File: config.mk
export PLATFORM = sky130hd
export DESIGN_NAME = ucmft_top
export DESIGN_NICKNAME = d
export VERILOG_FILES = /design/src/inc/ucmft_pkg.sv /design/src/ucmft_top.sv
export SDC_FILE = /design/constraint.sdc
export NUM_CORES = 1
export LEC_CHECK = 0
export ABC_AREA = 1
export BUFFER_PORTS_ARGS = -buffer_cell sky130_fd_sc_hd__buf_2
export CAP_MARGIN = 20
export CORE_ASPECT_RATIO = 0.6
export CORE_MARGIN = 5
export CORE_UTILIZATION = 50
export CTS_BUF_LIST = sky130_fd_sc_hd__clkbuf_4 sky130_fd_sc_hd__clkbuf_8
export DETAILED_ROUTE_END_ITERATION = 10
export GPL_ROUTABILITY_DRIVEN = 0
export GPL_TIMING_DRIVEN = 0
export PLACE_DENSITY = 0.7
export SLEW_MARGIN = 20
export SYNTH_ARGS = -nofsm -noshare
export SYNTH_HDL_FRONTEND = slang
export SYNTH_SLANG_ARGS = --single-unit
File: constraint.sdc
create_clock -name pclk -period 3.35 [get_ports pclk]
set_input_delay 1.005 -clock pclk [delete_from_list [all_inputs] [get_ports pclk]]
set_output_delay 1.005 -clock pclk [all_outputs]
set_load 0.03 [all_outputs]
File: src/inc/ucmft_pkg.sv
package ucmft_pkg;
  // ----------------------------------------
  // Register offsets
  // ----------------------------------------
  localparam logic [7:0] OFS_TXDATA = 8'h00;
  localparam logic [7:0] OFS_FLAGS = 8'h04;
  localparam logic [7:0] OFS_TIMER = 8'h0C;
  localparam logic [7:0] OFS_FIFO = 8'h10;
  localparam logic [7:0] OFS_RXCMD = 8'h14;
  localparam logic [7:0] OFS_GSTAT = 8'h18;
  localparam logic [7:0] OFS_MATCH = 8'h1C;
  localparam logic [7:0] OFS_MODE = 8'h20;
  localparam logic [7:0] OFS_TCNT_A = 8'h24;
  localparam logic [7:0] OFS_TCNT_B = 8'h28;
  localparam logic [7:0] OFS_RXDATA = 8'h2C;
  // ----------------------------------------
  // Field positions
  // ----------------------------------------
  localparam int TXF_PAR = 6;
  localparam int TXF_D8 = 5;
  localparam int RXF_OK = 6;
  localparam int RXF_NOISY = 5;
  localparam int RXF_PERR = 4;
  localparam int RXF_ADDR = 3;
  localparam int RXF_BRK = 2;
  localparam int RXF_FERR = 1;
  localparam int RXF_D8 = 0;
  localparam int TM_GATE_A = 4;
  localparam int TM_GATE_B = 5;
  localparam int TM_START_A = 0;
  localparam int TM_START_B = 1;
  localparam int GS_TIR = 5;
  localparam int RXQ_LO = 4;
  localparam int MODE_MDROP = 0;
  localparam int MODE_SWPAR = 1;
  localparam int MODE_NINE = 2;
  localparam int MODE_BRG_A = 3;
  localparam int MODE_BRG_B = 4;
  // ----------------------------------------
  // Reset values and depths
  // ----------------------------------------
  localparam logic [1:0] GATE_RST = 2'h3;
  localparam logic [6:0] RXF_RST = 7'h40;
  localparam int FIFO_DEPTH = 4;
endpackage

File: src/ucmft_top.sv
// The APB slave port was left to the implementer.
`timescale 1ns/10ps
module ucmft_top #(
  parameter int DEPTH = ucmft_pkg::FIFO_DEPTH,
  parameter int TW = 16
) (
  input wire logic pclk,
  input wire logic presetn,
  input wire logic psel,
  input wire logic penable,
  input wire logic pwrite,
  input wire logic [7:0] paddr,
  input wire logic [31:0] pwdata,
  output logic [31:0] prdata,
  output logic pready,
  output logic pslverr,
  input wire logic rx_valid,
  input wire logic [8:0] rx_data,
  input wire logic rx_addr_bit,
  input wire logic rx_parity_bit,
  input wire logic rx_parity_err,
  input wire logic rx_stop_ok,
  input wire logic rx_break,
  input wire logic rx_noisy,
  input wire logic tx_pop,
  output logic tx_valid,
  output logic [10:0] tx_word,
  output logic match_seen,
  output logic timers_irq_request
);
  // Elaboration checks on the parameters
  if (DEPTH != 4) begin : g_depth_chk
    $error("fifo depth must be 4");
  end
  if (TW < 2 || TW > 16) begin : g_tw_chk
    $error("timer width 2..16");
  end

  // ----------------------------------------
  // Bus decode
  // ----------------------------------------
  wire logic acc = psel & penable;
  wire logic wr = acc & pwrite;
  wire logic rd = acc & ~pwrite;
  wire logic w_tx = wr && paddr == ucmft_pkg::OFS_TXDATA;
  wire logic w_flg = wr && paddr == ucmft_pkg::OFS_FLAGS;
  wire logic w_tm = wr && paddr == ucmft_pkg::OFS_TIMER;
  wire logic r_tm = rd && paddr == ucmft_pkg::OFS_TIMER;
  wire logic w_rcm = wr && paddr == ucmft_pkg::OFS_RXCMD;
  wire logic w_mat = wr && paddr == ucmft_pkg::OFS_MATCH;
  wire logic w_mod = wr && paddr == ucmft_pkg::OFS_MODE;
  wire logic w_ca = wr && paddr == ucmft_pkg::OFS_TCNT_A;
  wire logic w_cb = wr && paddr == ucmft_pkg::OFS_TCNT_B;
  wire logic mapped = paddr inside {ucmft_pkg::OFS_TXDATA,
    ucmft_pkg::OFS_FLAGS, ucmft_pkg::OFS_TIMER, ucmft_pkg::OFS_FIFO,
    ucmft_pkg::OFS_RXCMD, ucmft_pkg::OFS_GSTAT, ucmft_pkg::OFS_MATCH,
    ucmft_pkg::OFS_MODE, ucmft_pkg::OFS_TCNT_A, ucmft_pkg::OFS_TCNT_B,
    ucmft_pkg::OFS_RXDATA};

  logic [7:0] match_r;
  logic [4:0] mode_r;
  logic [2:0] txf_r;
  logic [1:0] gate_r;
  logic [1:0] expired_r;
  logic [TW-1:0] reload_a_r, reload_b_r, cnt_a_r, cnt_b_r;
  logic [6:0] rxf_r;
  logic [8:0] rxd_r;
  logic rx_lock_r;
  logic [10:0] txq_r [4];
  logic [1:0] txq_wp_r, txq_rp_r;
  logic [2:0] txq_cnt_r;
  logic [2:0] rxq_cnt_r;

  wire logic mdrop = mode_r[ucmft_pkg::MODE_MDROP];
  wire logic swpar = mode_r[ucmft_pkg::MODE_SWPAR];
  wire logic nine = mode_r[ucmft_pkg::MODE_NINE];

  // ----------------------------------------
  // Configuration registers
  // ----------------------------------------
  // Match byte, mode bits, transmit flags
  always_ff @(posedge pclk or negedge presetn) begin
    if (!presetn) begin
      match_r <= 8'h00;
      mode_r <= 5'h00;
      txf_r <= 3'h0;
    end else begin
      if (w_mat) match_r <= pwdata[7:0];
      if (w_mod) mode_r <= pwdata[4:0];
      if (w_flg) txf_r <= pwdata[7:5];
    end
  end

  // ----------------------------------------
  // Transmit queue
  // ----------------------------------------
  // Entry: {multidrop, parity/flag6, ninth, data}
  wire logic tx_full = txq_cnt_r == 3'h4;
  wire logic tx_push = w_tx & ~tx_full;
  wire logic tx_take = tx_pop & tx_valid;
  wire logic tx_par_bit = swpar & txf_r[1];
  wire logic tx_d8_bit = nine & txf_r[0];
  wire logic [10:0] tx_entry = {txf_r[2], tx_par_bit, tx_d8_bit,
    pwdata[7:0]};

  always_ff @(posedge pclk or negedge presetn) begin
    if (!presetn) begin
      txq_wp_r <= 2'h0;
      txq_rp_r <= 2'h0;
      txq_cnt_r <= 3'h0;
    end else begin
      if (tx_push) txq_wp_r <= txq_wp_r + 2'h1;
      if (tx_take) txq_rp_r <= txq_rp_r + 2'h1;
      txq_cnt_r <= txq_cnt_r + {2'h0, tx_push} - {2'h0, tx_take};
    end
  end

  // Queue storage, one entry per data write accepted while not full
  always_ff @(posedge pclk) begin
    if (tx_push) txq_r[txq_wp_r] <= tx_entry;
  end

  // Entries left after this cycle's take
  wire logic [2:0] tx_left = txq_cnt_r - {2'h0, tx_take};

  // Registered queue head, held while empty so no stale slot shows
  always_ff @(posedge pclk or negedge presetn) begin
    if (!presetn) begin
      tx_valid <= 1'b0;
      tx_word <= 11'h000;
    end else begin
      tx_valid <= tx_left != 3'h0;
      if (tx_left != 3'h0)
        tx_word <= tx_take ? txq_r[txq_rp_r + 2'h1] : txq_r[txq_rp_r];
    end
  end

  // ----------------------------------------
  // Receive path
  // ----------------------------------------
  wire logic [8:0] rx_eff = nine ? rx_data : {1'b0, rx_data[7:0]};
  wire logic cmp_ok = mdrop ? rx_addr_bit : 1'b1;
  wire logic is_match = rx_valid & cmp_ok
    & (rx_eff[7:0] == match_r);
  wire logic perr_eff = swpar ? 1'b0 : rx_parity_err;
  wire logic ferr = ~rx_stop_ok;
  logic brk_prev_r;
  wire logic brk_first = rx_break & ~brk_prev_r;
  wire logic [6:0] rxf_new = {
    ~(perr_eff | ferr),
    rx_noisy,
    swpar ? rx_parity_bit : rx_parity_err,
    rx_addr_bit & mdrop,
    rx_break,
    ferr | brk_first,
    nine & rx_data[8]};
  wire logic rx_q_in = rx_valid & ~rx_lock_r & (rxq_cnt_r != 3'h4);
  wire logic rx_q_out = rd && paddr == ucmft_pkg::OFS_RXDATA
    && rxq_cnt_r != 3'h0;

  // Flags load in step with the data; match pulse
  always_ff @(posedge pclk or negedge presetn) begin
    if (!presetn) begin
      rxf_r <= ucmft_pkg::RXF_RST;
      rxd_r <= 9'h000;
      brk_prev_r <= 1'b0;
      match_seen <= 1'b0;
    end else begin
      if (rx_valid) begin
        rxf_r <= rxf_new;
        rxd_r <= rx_eff;
        brk_prev_r <= rx_break;
      end
      match_seen <= is_match & ~mdrop;
    end
  end

  // Receive lock and occupancy
  always_ff @(posedge pclk or negedge presetn) begin
    if (!presetn) begin
      rx_lock_r <= 1'b0;
      rxq_cnt_r <= 3'h0;
    end else begin
      if (w_rcm && pwdata[3]) rx_lock_r <= 1'b1;
      else if (w_rcm && (pwdata[2] || pwdata[5])) rx_lock_r <= 1'b0;
      else if (mdrop && is_match) rx_lock_r <= 1'b0;
      if (w_rcm && pwdata[4]) rxq_cnt_r <= 3'h0;
      else rxq_cnt_r <= rxq_cnt_r + {2'h0, rx_q_in} - {2'h0, rx_q_out};
    end
  end

  // ----------------------------------------
  // Timers
  // ----------------------------------------
  wire logic brg_a = mode_r[ucmft_pkg::MODE_BRG_A];
  wire logic brg_b = mode_r[ucmft_pkg::MODE_BRG_B];
  wire logic st_a = w_tm & pwdata[ucmft_pkg::TM_START_A] & ~brg_a;
  wire logic st_b = w_tm & pwdata[ucmft_pkg::TM_START_B] & ~brg_b;
  wire logic run_a = gate_r[0] & ~brg_a & (cnt_a_r != '0);
  wire logic run_b = gate_r[1] & ~brg_b & (cnt_b_r != '0);
  wire logic tc_a = run_a & (cnt_a_r == TW'(1));
  wire logic tc_b = run_b & (cnt_b_r == TW'(1));

  // Reload values and gates
  always_ff @(posedge pclk or negedge presetn) begin
    if (!presetn) begin
      reload_a_r <= '0;
      reload_b_r <= '0;
      gate_r <= ucmft_pkg::GATE_RST;
    end else begin
      if (w_ca) reload_a_r <= pwdata[TW-1:0];
      if (w_cb) reload_b_r <= pwdata[TW-1:0];
      if (w_tm && !brg_a) gate_r[0] <= pwdata[ucmft_pkg::TM_GATE_A];
      if (w_tm && !brg_b) gate_r[1] <= pwdata[ucmft_pkg::TM_GATE_B];
    end
  end

  // Down counters
  always_ff @(posedge pclk or negedge presetn) begin
    if (!presetn) begin
      cnt_a_r <= '0;
      cnt_b_r <= '0;
    end else begin
      if (st_a) cnt_a_r <= reload_a_r;
      else if (run_a) cnt_a_r <= cnt_a_r - TW'(1);
      if (st_b) cnt_b_r <= reload_b_r;
      else if (run_b) cnt_b_r <= cnt_b_r - TW'(1);
    end
  end

  // Expiry: set wins over read clear
  wire logic [1:0] expired_nxt = (r_tm ? 2'h0 : expired_r)
    | {tc_b, tc_a};
  always_ff @(posedge pclk or negedge presetn) begin
    if (!presetn) begin
      expired_r <= 2'h0;
      timers_irq_request <= 1'b0;
    end else begin
      expired_r <= expired_nxt;
      timers_irq_request <= |expired_nxt;
    end
  end

  // ----------------------------------------
  // Read mux and bus answer
  // ----------------------------------------
  logic [31:0] rmux;
  always_comb begin
    rmux = 32'h0000_0000;
    unique case (paddr)
      ucmft_pkg::OFS_FLAGS: rmux = {25'h0, rxf_r};
      ucmft_pkg::OFS_TIMER: rmux = {26'h0, gate_r, 2'h0, expired_r};
      ucmft_pkg::OFS_FIFO: rmux = {25'h0, rxq_cnt_r, 1'b0, txq_cnt_r};
      ucmft_pkg::OFS_GSTAT: rmux = {26'h0, timers_irq_request, 5'h0};
      ucmft_pkg::OFS_MATCH: rmux = {24'h0, match_r};
      ucmft_pkg::OFS_MODE: rmux = {27'h0, mode_r};
      ucmft_pkg::OFS_TCNT_A: rmux = 32'(reload_a_r);
      ucmft_pkg::OFS_TCNT_B: rmux = 32'(reload_b_r);
      ucmft_pkg::OFS_RXDATA: rmux = {23'h0, rxd_r};
      default: rmux = 32'h0000_0000;
    endcase
  end

  // No wait state: answer in the first cycle of the access phase
  always_ff @(posedge pclk or negedge presetn) begin
    if (!presetn) begin
      pready <= 1'b0;
      prdata <= 32'h0000_0000;
      pslverr <= 1'b0;
    end else begin
      pready <= psel & ~penable;
      prdata <= rmux;
      pslverr <= psel & ~penable & ~mapped;
    end
  end

  // ----------------------------------------
  // Checks
  // ----------------------------------------
  wire logic w_tx_done = w_tx & pready;
endmodule

==> flow_metrics.tcl, run 1 <==
set metrics [dict create \
    status "complete, no violations" \
    overflow 0 \
    routed_wl_um 26900 \
    cts_buffers 17 \
    viasPerCell 5.36 \
    fmax_mhz 365 \
    p_seq_share_pct 43.8 \
    p_switching_mw 2.83 \
    clock_latency_ns 0.48 \
    cts_buffer_depth 2 \
    final_cell_area_mm2 0.0110 \
    crit_fanout 7 \
    synth.area.top_cells "dfrtp_1 36%, edfxtp_1 14%, nand2_1 11%" \
    slew_violations 0 \
    rows 39 \
    slew_headroom_pct 48.6 \
    grt_max_degree 90 \
    synth_edf_count 44 \
    detail-route-antenna-nets 0 \
    min_period_ns 2.74 \
    cts_sinks 186 \
    synth.distinct_cells 43 \
    ys.warnings.count 0 \
    grt_pass1_vias 7821 \
    pwr-share-clk_pct 21.9 \
    tritoncts "built" \
    clockRootBuffer "clkbuf_8" \
    worst_slew_pin_slew_ns 0.771 \
    hold_slack_ns 0.427 \
    grt_pass1_wl_um 43400 \
    synth_top_cells_by_count "287 x nand2_1, 159 x nand3_1, 139 x dfrtp_1" \
    n_antenna_cell 0 \
    power_mw 6.85 \
    fin_nets 1378 \
    internal-power_mw 4.02 \
    cts.repair.resized 0 \
    place_area_mm2 0.0106 \
    grt_setup_unrepaired "false" \
    cts_max_level 4 \
    ys.flop_type "dfrtp_1" \
    wl_per_cell_um 17.0 \
    grt_usage_pct 24.3 \
    synth.avg_cell_area_um2 8.23 \
    synthDominantCellAreaShare_pct 35.6 \
    yosysTopAreaCell "dfrtp_1" \
    maxCapViolCount 0 \
    power_density_mw_per_mm2 625 \
    postSynthCellCount 1187 \
    num_io_pins 110 \
    min_path_type "in -> async" \
    io_buffers 77 \
    drive_above_1_share_pct 14.7 \
    dr.pass1.iters 6 \
    dp_hpwl_um 19700 \
    end_kind "flip-flop" \
    start_util_pct 51.0 \
    timing.final.ws_setup_ns 0.607 \
    async_flop_share_pct 76.3 \
    synthMostInstantiatedCell "nand2_1" \
    vias 8453 \
    path_clk_slew_ns 0.11 \
    r2r_slack_ns 0.95 \
    cp_data_arrival_time_ns 3.11 \
    comb_power_share_pct 34.4 \
    period_share_pct 81.9 \
    startpoint_type "primary input" \
    ctsHoldBuffers 0 \
    p_leak_nw 5.33 \
    dpl.cell_count 1546 \
    drc 0 \
    fin_tns_setup_ns 0 \
    setup_viol 0 \
    seq_area_frac_synth_pct 50.0 \
    die_x_um 190 \
    syn_area_mm2 0.00976 \
    fp.dieH_um 118 \
    core_area_mm2 0.0191 \
    syn_to_final_growth_pct 12.3 \
    ir_worst_vdd_mv 0.366 \
    synth-seq-cells 186 \
    switching_share_pct 41.3 \
    preCtsSetupSlack_ns 0.138 \
    clock_skew_ns 0.0145 \
    final_core_util_pct 57.3 \
    dieArea_mm2 0.0225 \
    first_iter_violations 877 \
    criticalPathCategory "in -> reg" \
    hold_viol_final 0 \
    worstPathRequired_ns 3.71 \
    fin_cells 1578 \
    post_cts_buffers 0 \
    antenna_found_initial 0 \
]
layout by cell type, fill, tap and decap left out, types with 4 or more instances in the layout:
| cell | n |
|---|---|
| a21oi_1 | 33 |
| nand2_2 | 6 |
| inv_2 | 5 |
| o21ai_2 | 8 |
| nand3_1 | 159 |
| o22ai_1 | 5 |
| dfrtp_1 | 139 |
| o211ai_1 | 12 |
| ha_1 | 15 |
| xor2_1 | 10 |
| nand2_4 | 4 |
| nor2_1 | 104 |
| clkinv_4 | 6 |
| xnor2_1 | 9 |
| edfxtp_1 | 44 |
| a22o_1 | 7 |
| clkbuf_1 | 19 |
| conb_1 | 16 |
| o21ai_0 | 99 |
| clkbuf_8 | 18 |
| buf_6 | 5 |
| inv_1 | 126 |
| buf_4 | 19 |
| nand2_1 | 287 |
| nor2_2 | 9 |
| nand3b_1 | 14 |
| inv_8 | 5 |
| buf_2 | 90 |
power by group through the flow:
stage	registers, mW	clock network [mW]	logic, mW
floorplan	3.09	0	1.57
global placement	3.02	0	2.26
detailed placement	3.02	0	2.33
CTS	2.99	1.52	2.33
global route	3.05	1.61	2.66
finish	3.00	1.50	2.35
critical path: stages:
cell and delay, ns:
buf_2 0.12, nor2_2 0.16, nand2_2 0.12, inv_1 0.19
nand2_1 0.29, nor2_1 0.22, ha_1 0.16, inv_1 0.04
ha_1 0.18, fa_1 0.38, xnor2_1 0.19, nor2_1 0.06
kinds of logic after synthesis:
kind of cell	share of synthesized area [%]
AO/OA/AOI/OAI	9.92
XOR/XNOR	1.70
adder cells (fa/ha/maj)	2.33
buffers and inverters	8.78
flip-flops	50.0
multiplexers	0.103
other	0.0384
AND/OR/NAND/NOR	27.2
flip-flops by register name, summed over array words and instances (netlist names), 7 cells and up:
name / count
txq_r: 44
cnt_a_r: 16
cnt_b_r: 16
prdata: 16
reload_a_r: 16
reload_b_r: 16
tx_word: 11
match_r: 8
rxd_r: 8
rxf_r: 7
cell type report:
| type | instances | area [µm²] |
|---|---|---|
| flip-flops and latches | 186 | 4880 |
| multi-input cells | 822 | 4090 |
| repair buffers | 78 | 423 |
| clock inverters | 14 | 131 |
| fillers | 1779 | 8160 |
| clock buffers | 18 | 248 |
| inverters | 134 | 504 |
| plain buffers | 60 | 353 |
| well taps | 266 | 333 |
per-layer routing:
metal	up-vias	share of wire, %	routed length (µm)	GRT usage, %
met1	3995	49	13300	39.3
met2	355	40	10600	32.0
met5	-	0	0	0
met4	0	1.5	396	5.74
met3	36	9.5	2560	6.63
li1	4067	-	-	-
final timing paths:
check / startpoint / to / cells past startpoint
worst max-delay path: paddr[1] / rxq_cnt_r[2] / 12
max in group asynchronous: presetn / gate_r[1] / 2
min in group pclk: tx_word[10] / tx_word[10] / 2
worst min register to register: tx_word[10] / tx_word[10] / 2
worst max register to register: tx_valid / tx_word[8] / 10
worst min-delay path: presetn / rxq_cnt_r[1] / 1
(Power assumes the default switching activity.)
==> run 2: changes to the inputs <==
--- a/config.mk
+++ b/config.mk
@@ -15,7 +15,7 @@
 export DETAILED_ROUTE_END_ITERATION = 10
 export GPL_ROUTABILITY_DRIVEN = 0
 export GPL_TIMING_DRIVEN = 0
-export PLACE_DENSITY = 0.7
+export PLACE_DENSITY = 0.73
 export SLEW_MARGIN = 20
 export SYNTH_ARGS = -nofsm -noshare
 export SYNTH_HDL_FRONTEND = slang
==> constraint.sdc (replaced) <==
create_clock -name pclk -period 2.2 [get_ports pclk]
set_input_delay 0.66 -clock pclk [delete_from_list [all_inputs] [get_ports pclk]]
set_output_delay 0.66 -clock pclk [all_outputs]
set_load 0.03 [all_outputs]
==> run 2 against run 1 <==
Sequential cell count is the same; critical path depth shrank 1; via count grew 2.6%; sequential share of layout area shrank 0.61 points; clock power grew 78%; largest cell class unchanged; largest power group unchanged; highest routed layer unchanged.
==> flow_metrics.tcl, run 2 (synthesis gave the netlist of run 1 again) <==
set metrics [dict create \
    largest-register "txq_r" \
    detail-route-antenna-nets 0 \
    worst_slew_pin_slew_ns 0.770 \
    status "complete, no violations" \
    core_area_mm2 0.0191 \
    timing.final.ws_setup_ns 0.106 \
    slew_violations 0 \
    fmax_mhz 478 \
    slew_headroom_pct 48.6 \
    drc 0 \
    tritoncts "built" \
    crit_path_end "rxq_cnt_r[2]" \
    cts_buffers 17 \
    startpoint_type "primary input" \
    worst-r2r-cell-count 9 \
    grt_max_degree 78 \
    first_iter_violations 1145 \
    routed_wl_um 28400 \
    ir_worst_vdd_mv 0.462 \
    cts_buffer_depth 2 \
    start_util_pct 51.0 \
    grt_pass1_wl_um 44200 \
    end_kind "flip-flop" \
    hold_viol_final 0 \
    dr.pass1.iters 5 \
    clock_skew_ns 0.0227 \
    clock_latency_ns 0.49 \
    clockRootBuffer "clkbuf_8" \
    largest_register_ffs 44 \
    layout_common_cells "285 x nand2_1, 157 x nand3_1, 138 x dfrtp_1" \
    cp_data_arrival_time_ns 2.46 \
    grt_pass1_vias 7942 \
    cts_max_level 4 \
    num_io_pins 110 \
    io_buffers 77 \
    reg2reg_from "tx_valid" \
    nFillCells 1724 \
    vias 8677 \
    min_path_type "in -> async" \
    reg2reg_to "tx_word[8]" \
    period_share_pct 95.2 \
    wl_per_cell_um 18.0 \
    viasPerCell 5.50 \
    die_x_um 190 \
    setup_viol 0 \
    final_common_cell "nand2_1" \
    worstPathRequired_ns 2.57 \
    fp.dieH_um 118 \
    multi_input_area_mm2 0.00416 \
    preCtsSetupSlack_ns -0.567 \
    maxCapViolCount 0 \
    grt_usage_pct 25.1 \
    cts_sinks 186 \
    p_leak_nw 5.38 \
    dieArea_mm2 0.0225 \
    antenna_found_initial 0 \
    crit_fanout 3 \
    power_density_mw_per_mm2 987 \
    r2r_slack_ns 0.15 \
    rows 39 \
    drive_above_1_share_pct 15.6 \
    crit_path_start "penable" \
    fin_nets 1377 \
    register_area_mm2 0.00488 \
    overflow 0 \
    dp_hpwl_um 20900 \
    criticalPathCategory "in -> reg" \
    syn_to_final_growth_pct 13.9 \
    path_clk_slew_ns 0.11 \
    hold_slack_ns 0.120 \
    min_period_ns 2.09 \
]
run 2: changes by cell type in the layout (fill, tap and decap cells not counted), moves of 2 or more:
cell and change:
bufinv_16 +4, clkbuf_1 -3, clkinv_4 -3, clkinvlp_4 +3, inv_1 -3, inv_8 -3, nor2_2 -3, nor2_4 +3
inv_4 +2, nand2_1 -2, nand3_1 -2
run 2: final cells by class:
| cell class | count | area share, % |
|---|---|---|
| Antenna cell | 1 | 0.0225 |
| Buffer | 58 | 3.15 |
| Inverter | 134 | 4.61 |
| Sequential cell | 186 | 43.9 |
| Multi-Input combinational cell | 822 | 37.4 |
| Clock buffer | 20 | 2.42 |
| Tap cell | 266 | 2.99 |
| Timing Repair inverter | 1 | 0.0675 |
| Timing Repair Buffer | 78 | 3.80 |
| Clock inverter | 11 | 1.67 |
run 2: critical path, stage by stage:
cell     delay, ns
buf_2         0.09
nand2_1       0.09
nor2_1        0.38
o31ai_1       0.14
nor2_1        0.13
ha_1          0.15
inv_1         0.04
ha_1          0.18
fa_1          0.37
xnor2_1       0.17
nor2_1        0.07
run 2: worst min path at each step:
stage | start | end | slack [ns] | cells after the start
after floorplan | presetn | cnt_a_r[0] | 0.36 | 0
after global placement | tx_word[5] | tx_word[5] | 0.46 | 2
after detailed placement | tx_word[5] | tx_word[5] | 0.46 | 2
after CTS | presetn | cnt_a_r[14] | 0.12 | 1
after global routing | presetn | cnt_a_r[14] | 0.13 | 1
final | presetn | cnt_a_r[14] | 0.12 | 1
run 2: timing repair:
action / in CTS / in global routing
setup endpoints to repair: 16 / 14
setup buffers: 0 / 0
pin swaps: 0 / 0
gates resized for setup: 2 / 7
hold buffers: 0 / 0
gates cloned: 0 / 1
run 2: where the power goes:
| part | switching, mW | internal, mW | leakage, nW |
|---|---|---|---|
| Sequential | 0.558 | 4.03 | 2.24 |
| Clock | 1.34 | 1.33 | 0.227 |
| Combinational | 2.46 | 1.25 | 2.91 |
| Total | 4.36 | 6.61 | 5.38 |
run 2: metal layers:
layer / share of wire, % / routed length, µm / up-vias / global-route usage [%]
li1: - / - / 4062 / -
met1: 48 / 13600 / 4119 / 40.4
met2: 39 / 11100 / 467 / 32.5
met3: 12 / 3380 / 29 / 8.31
met4: 0.98 / 278 / 0 / 5.52
met5: 0 / 0 / - / 0
run 2: metrics by stage:
step	setup TNS, ns	instances	power, mW	cell area [µm²]	utilization, %
floorplan	-0.0440	1202	7.11	9890	-
global placement	-266.42	1545	8.10	10600	55.4
detailed placement	-22.68	1546	8.23	10600	55.7
CTS	0	1576	10.9	11100	58.0
global route	-0.00694	1576	11.7	11100	58.1
finish	0	1577	11.0	11100	58.1
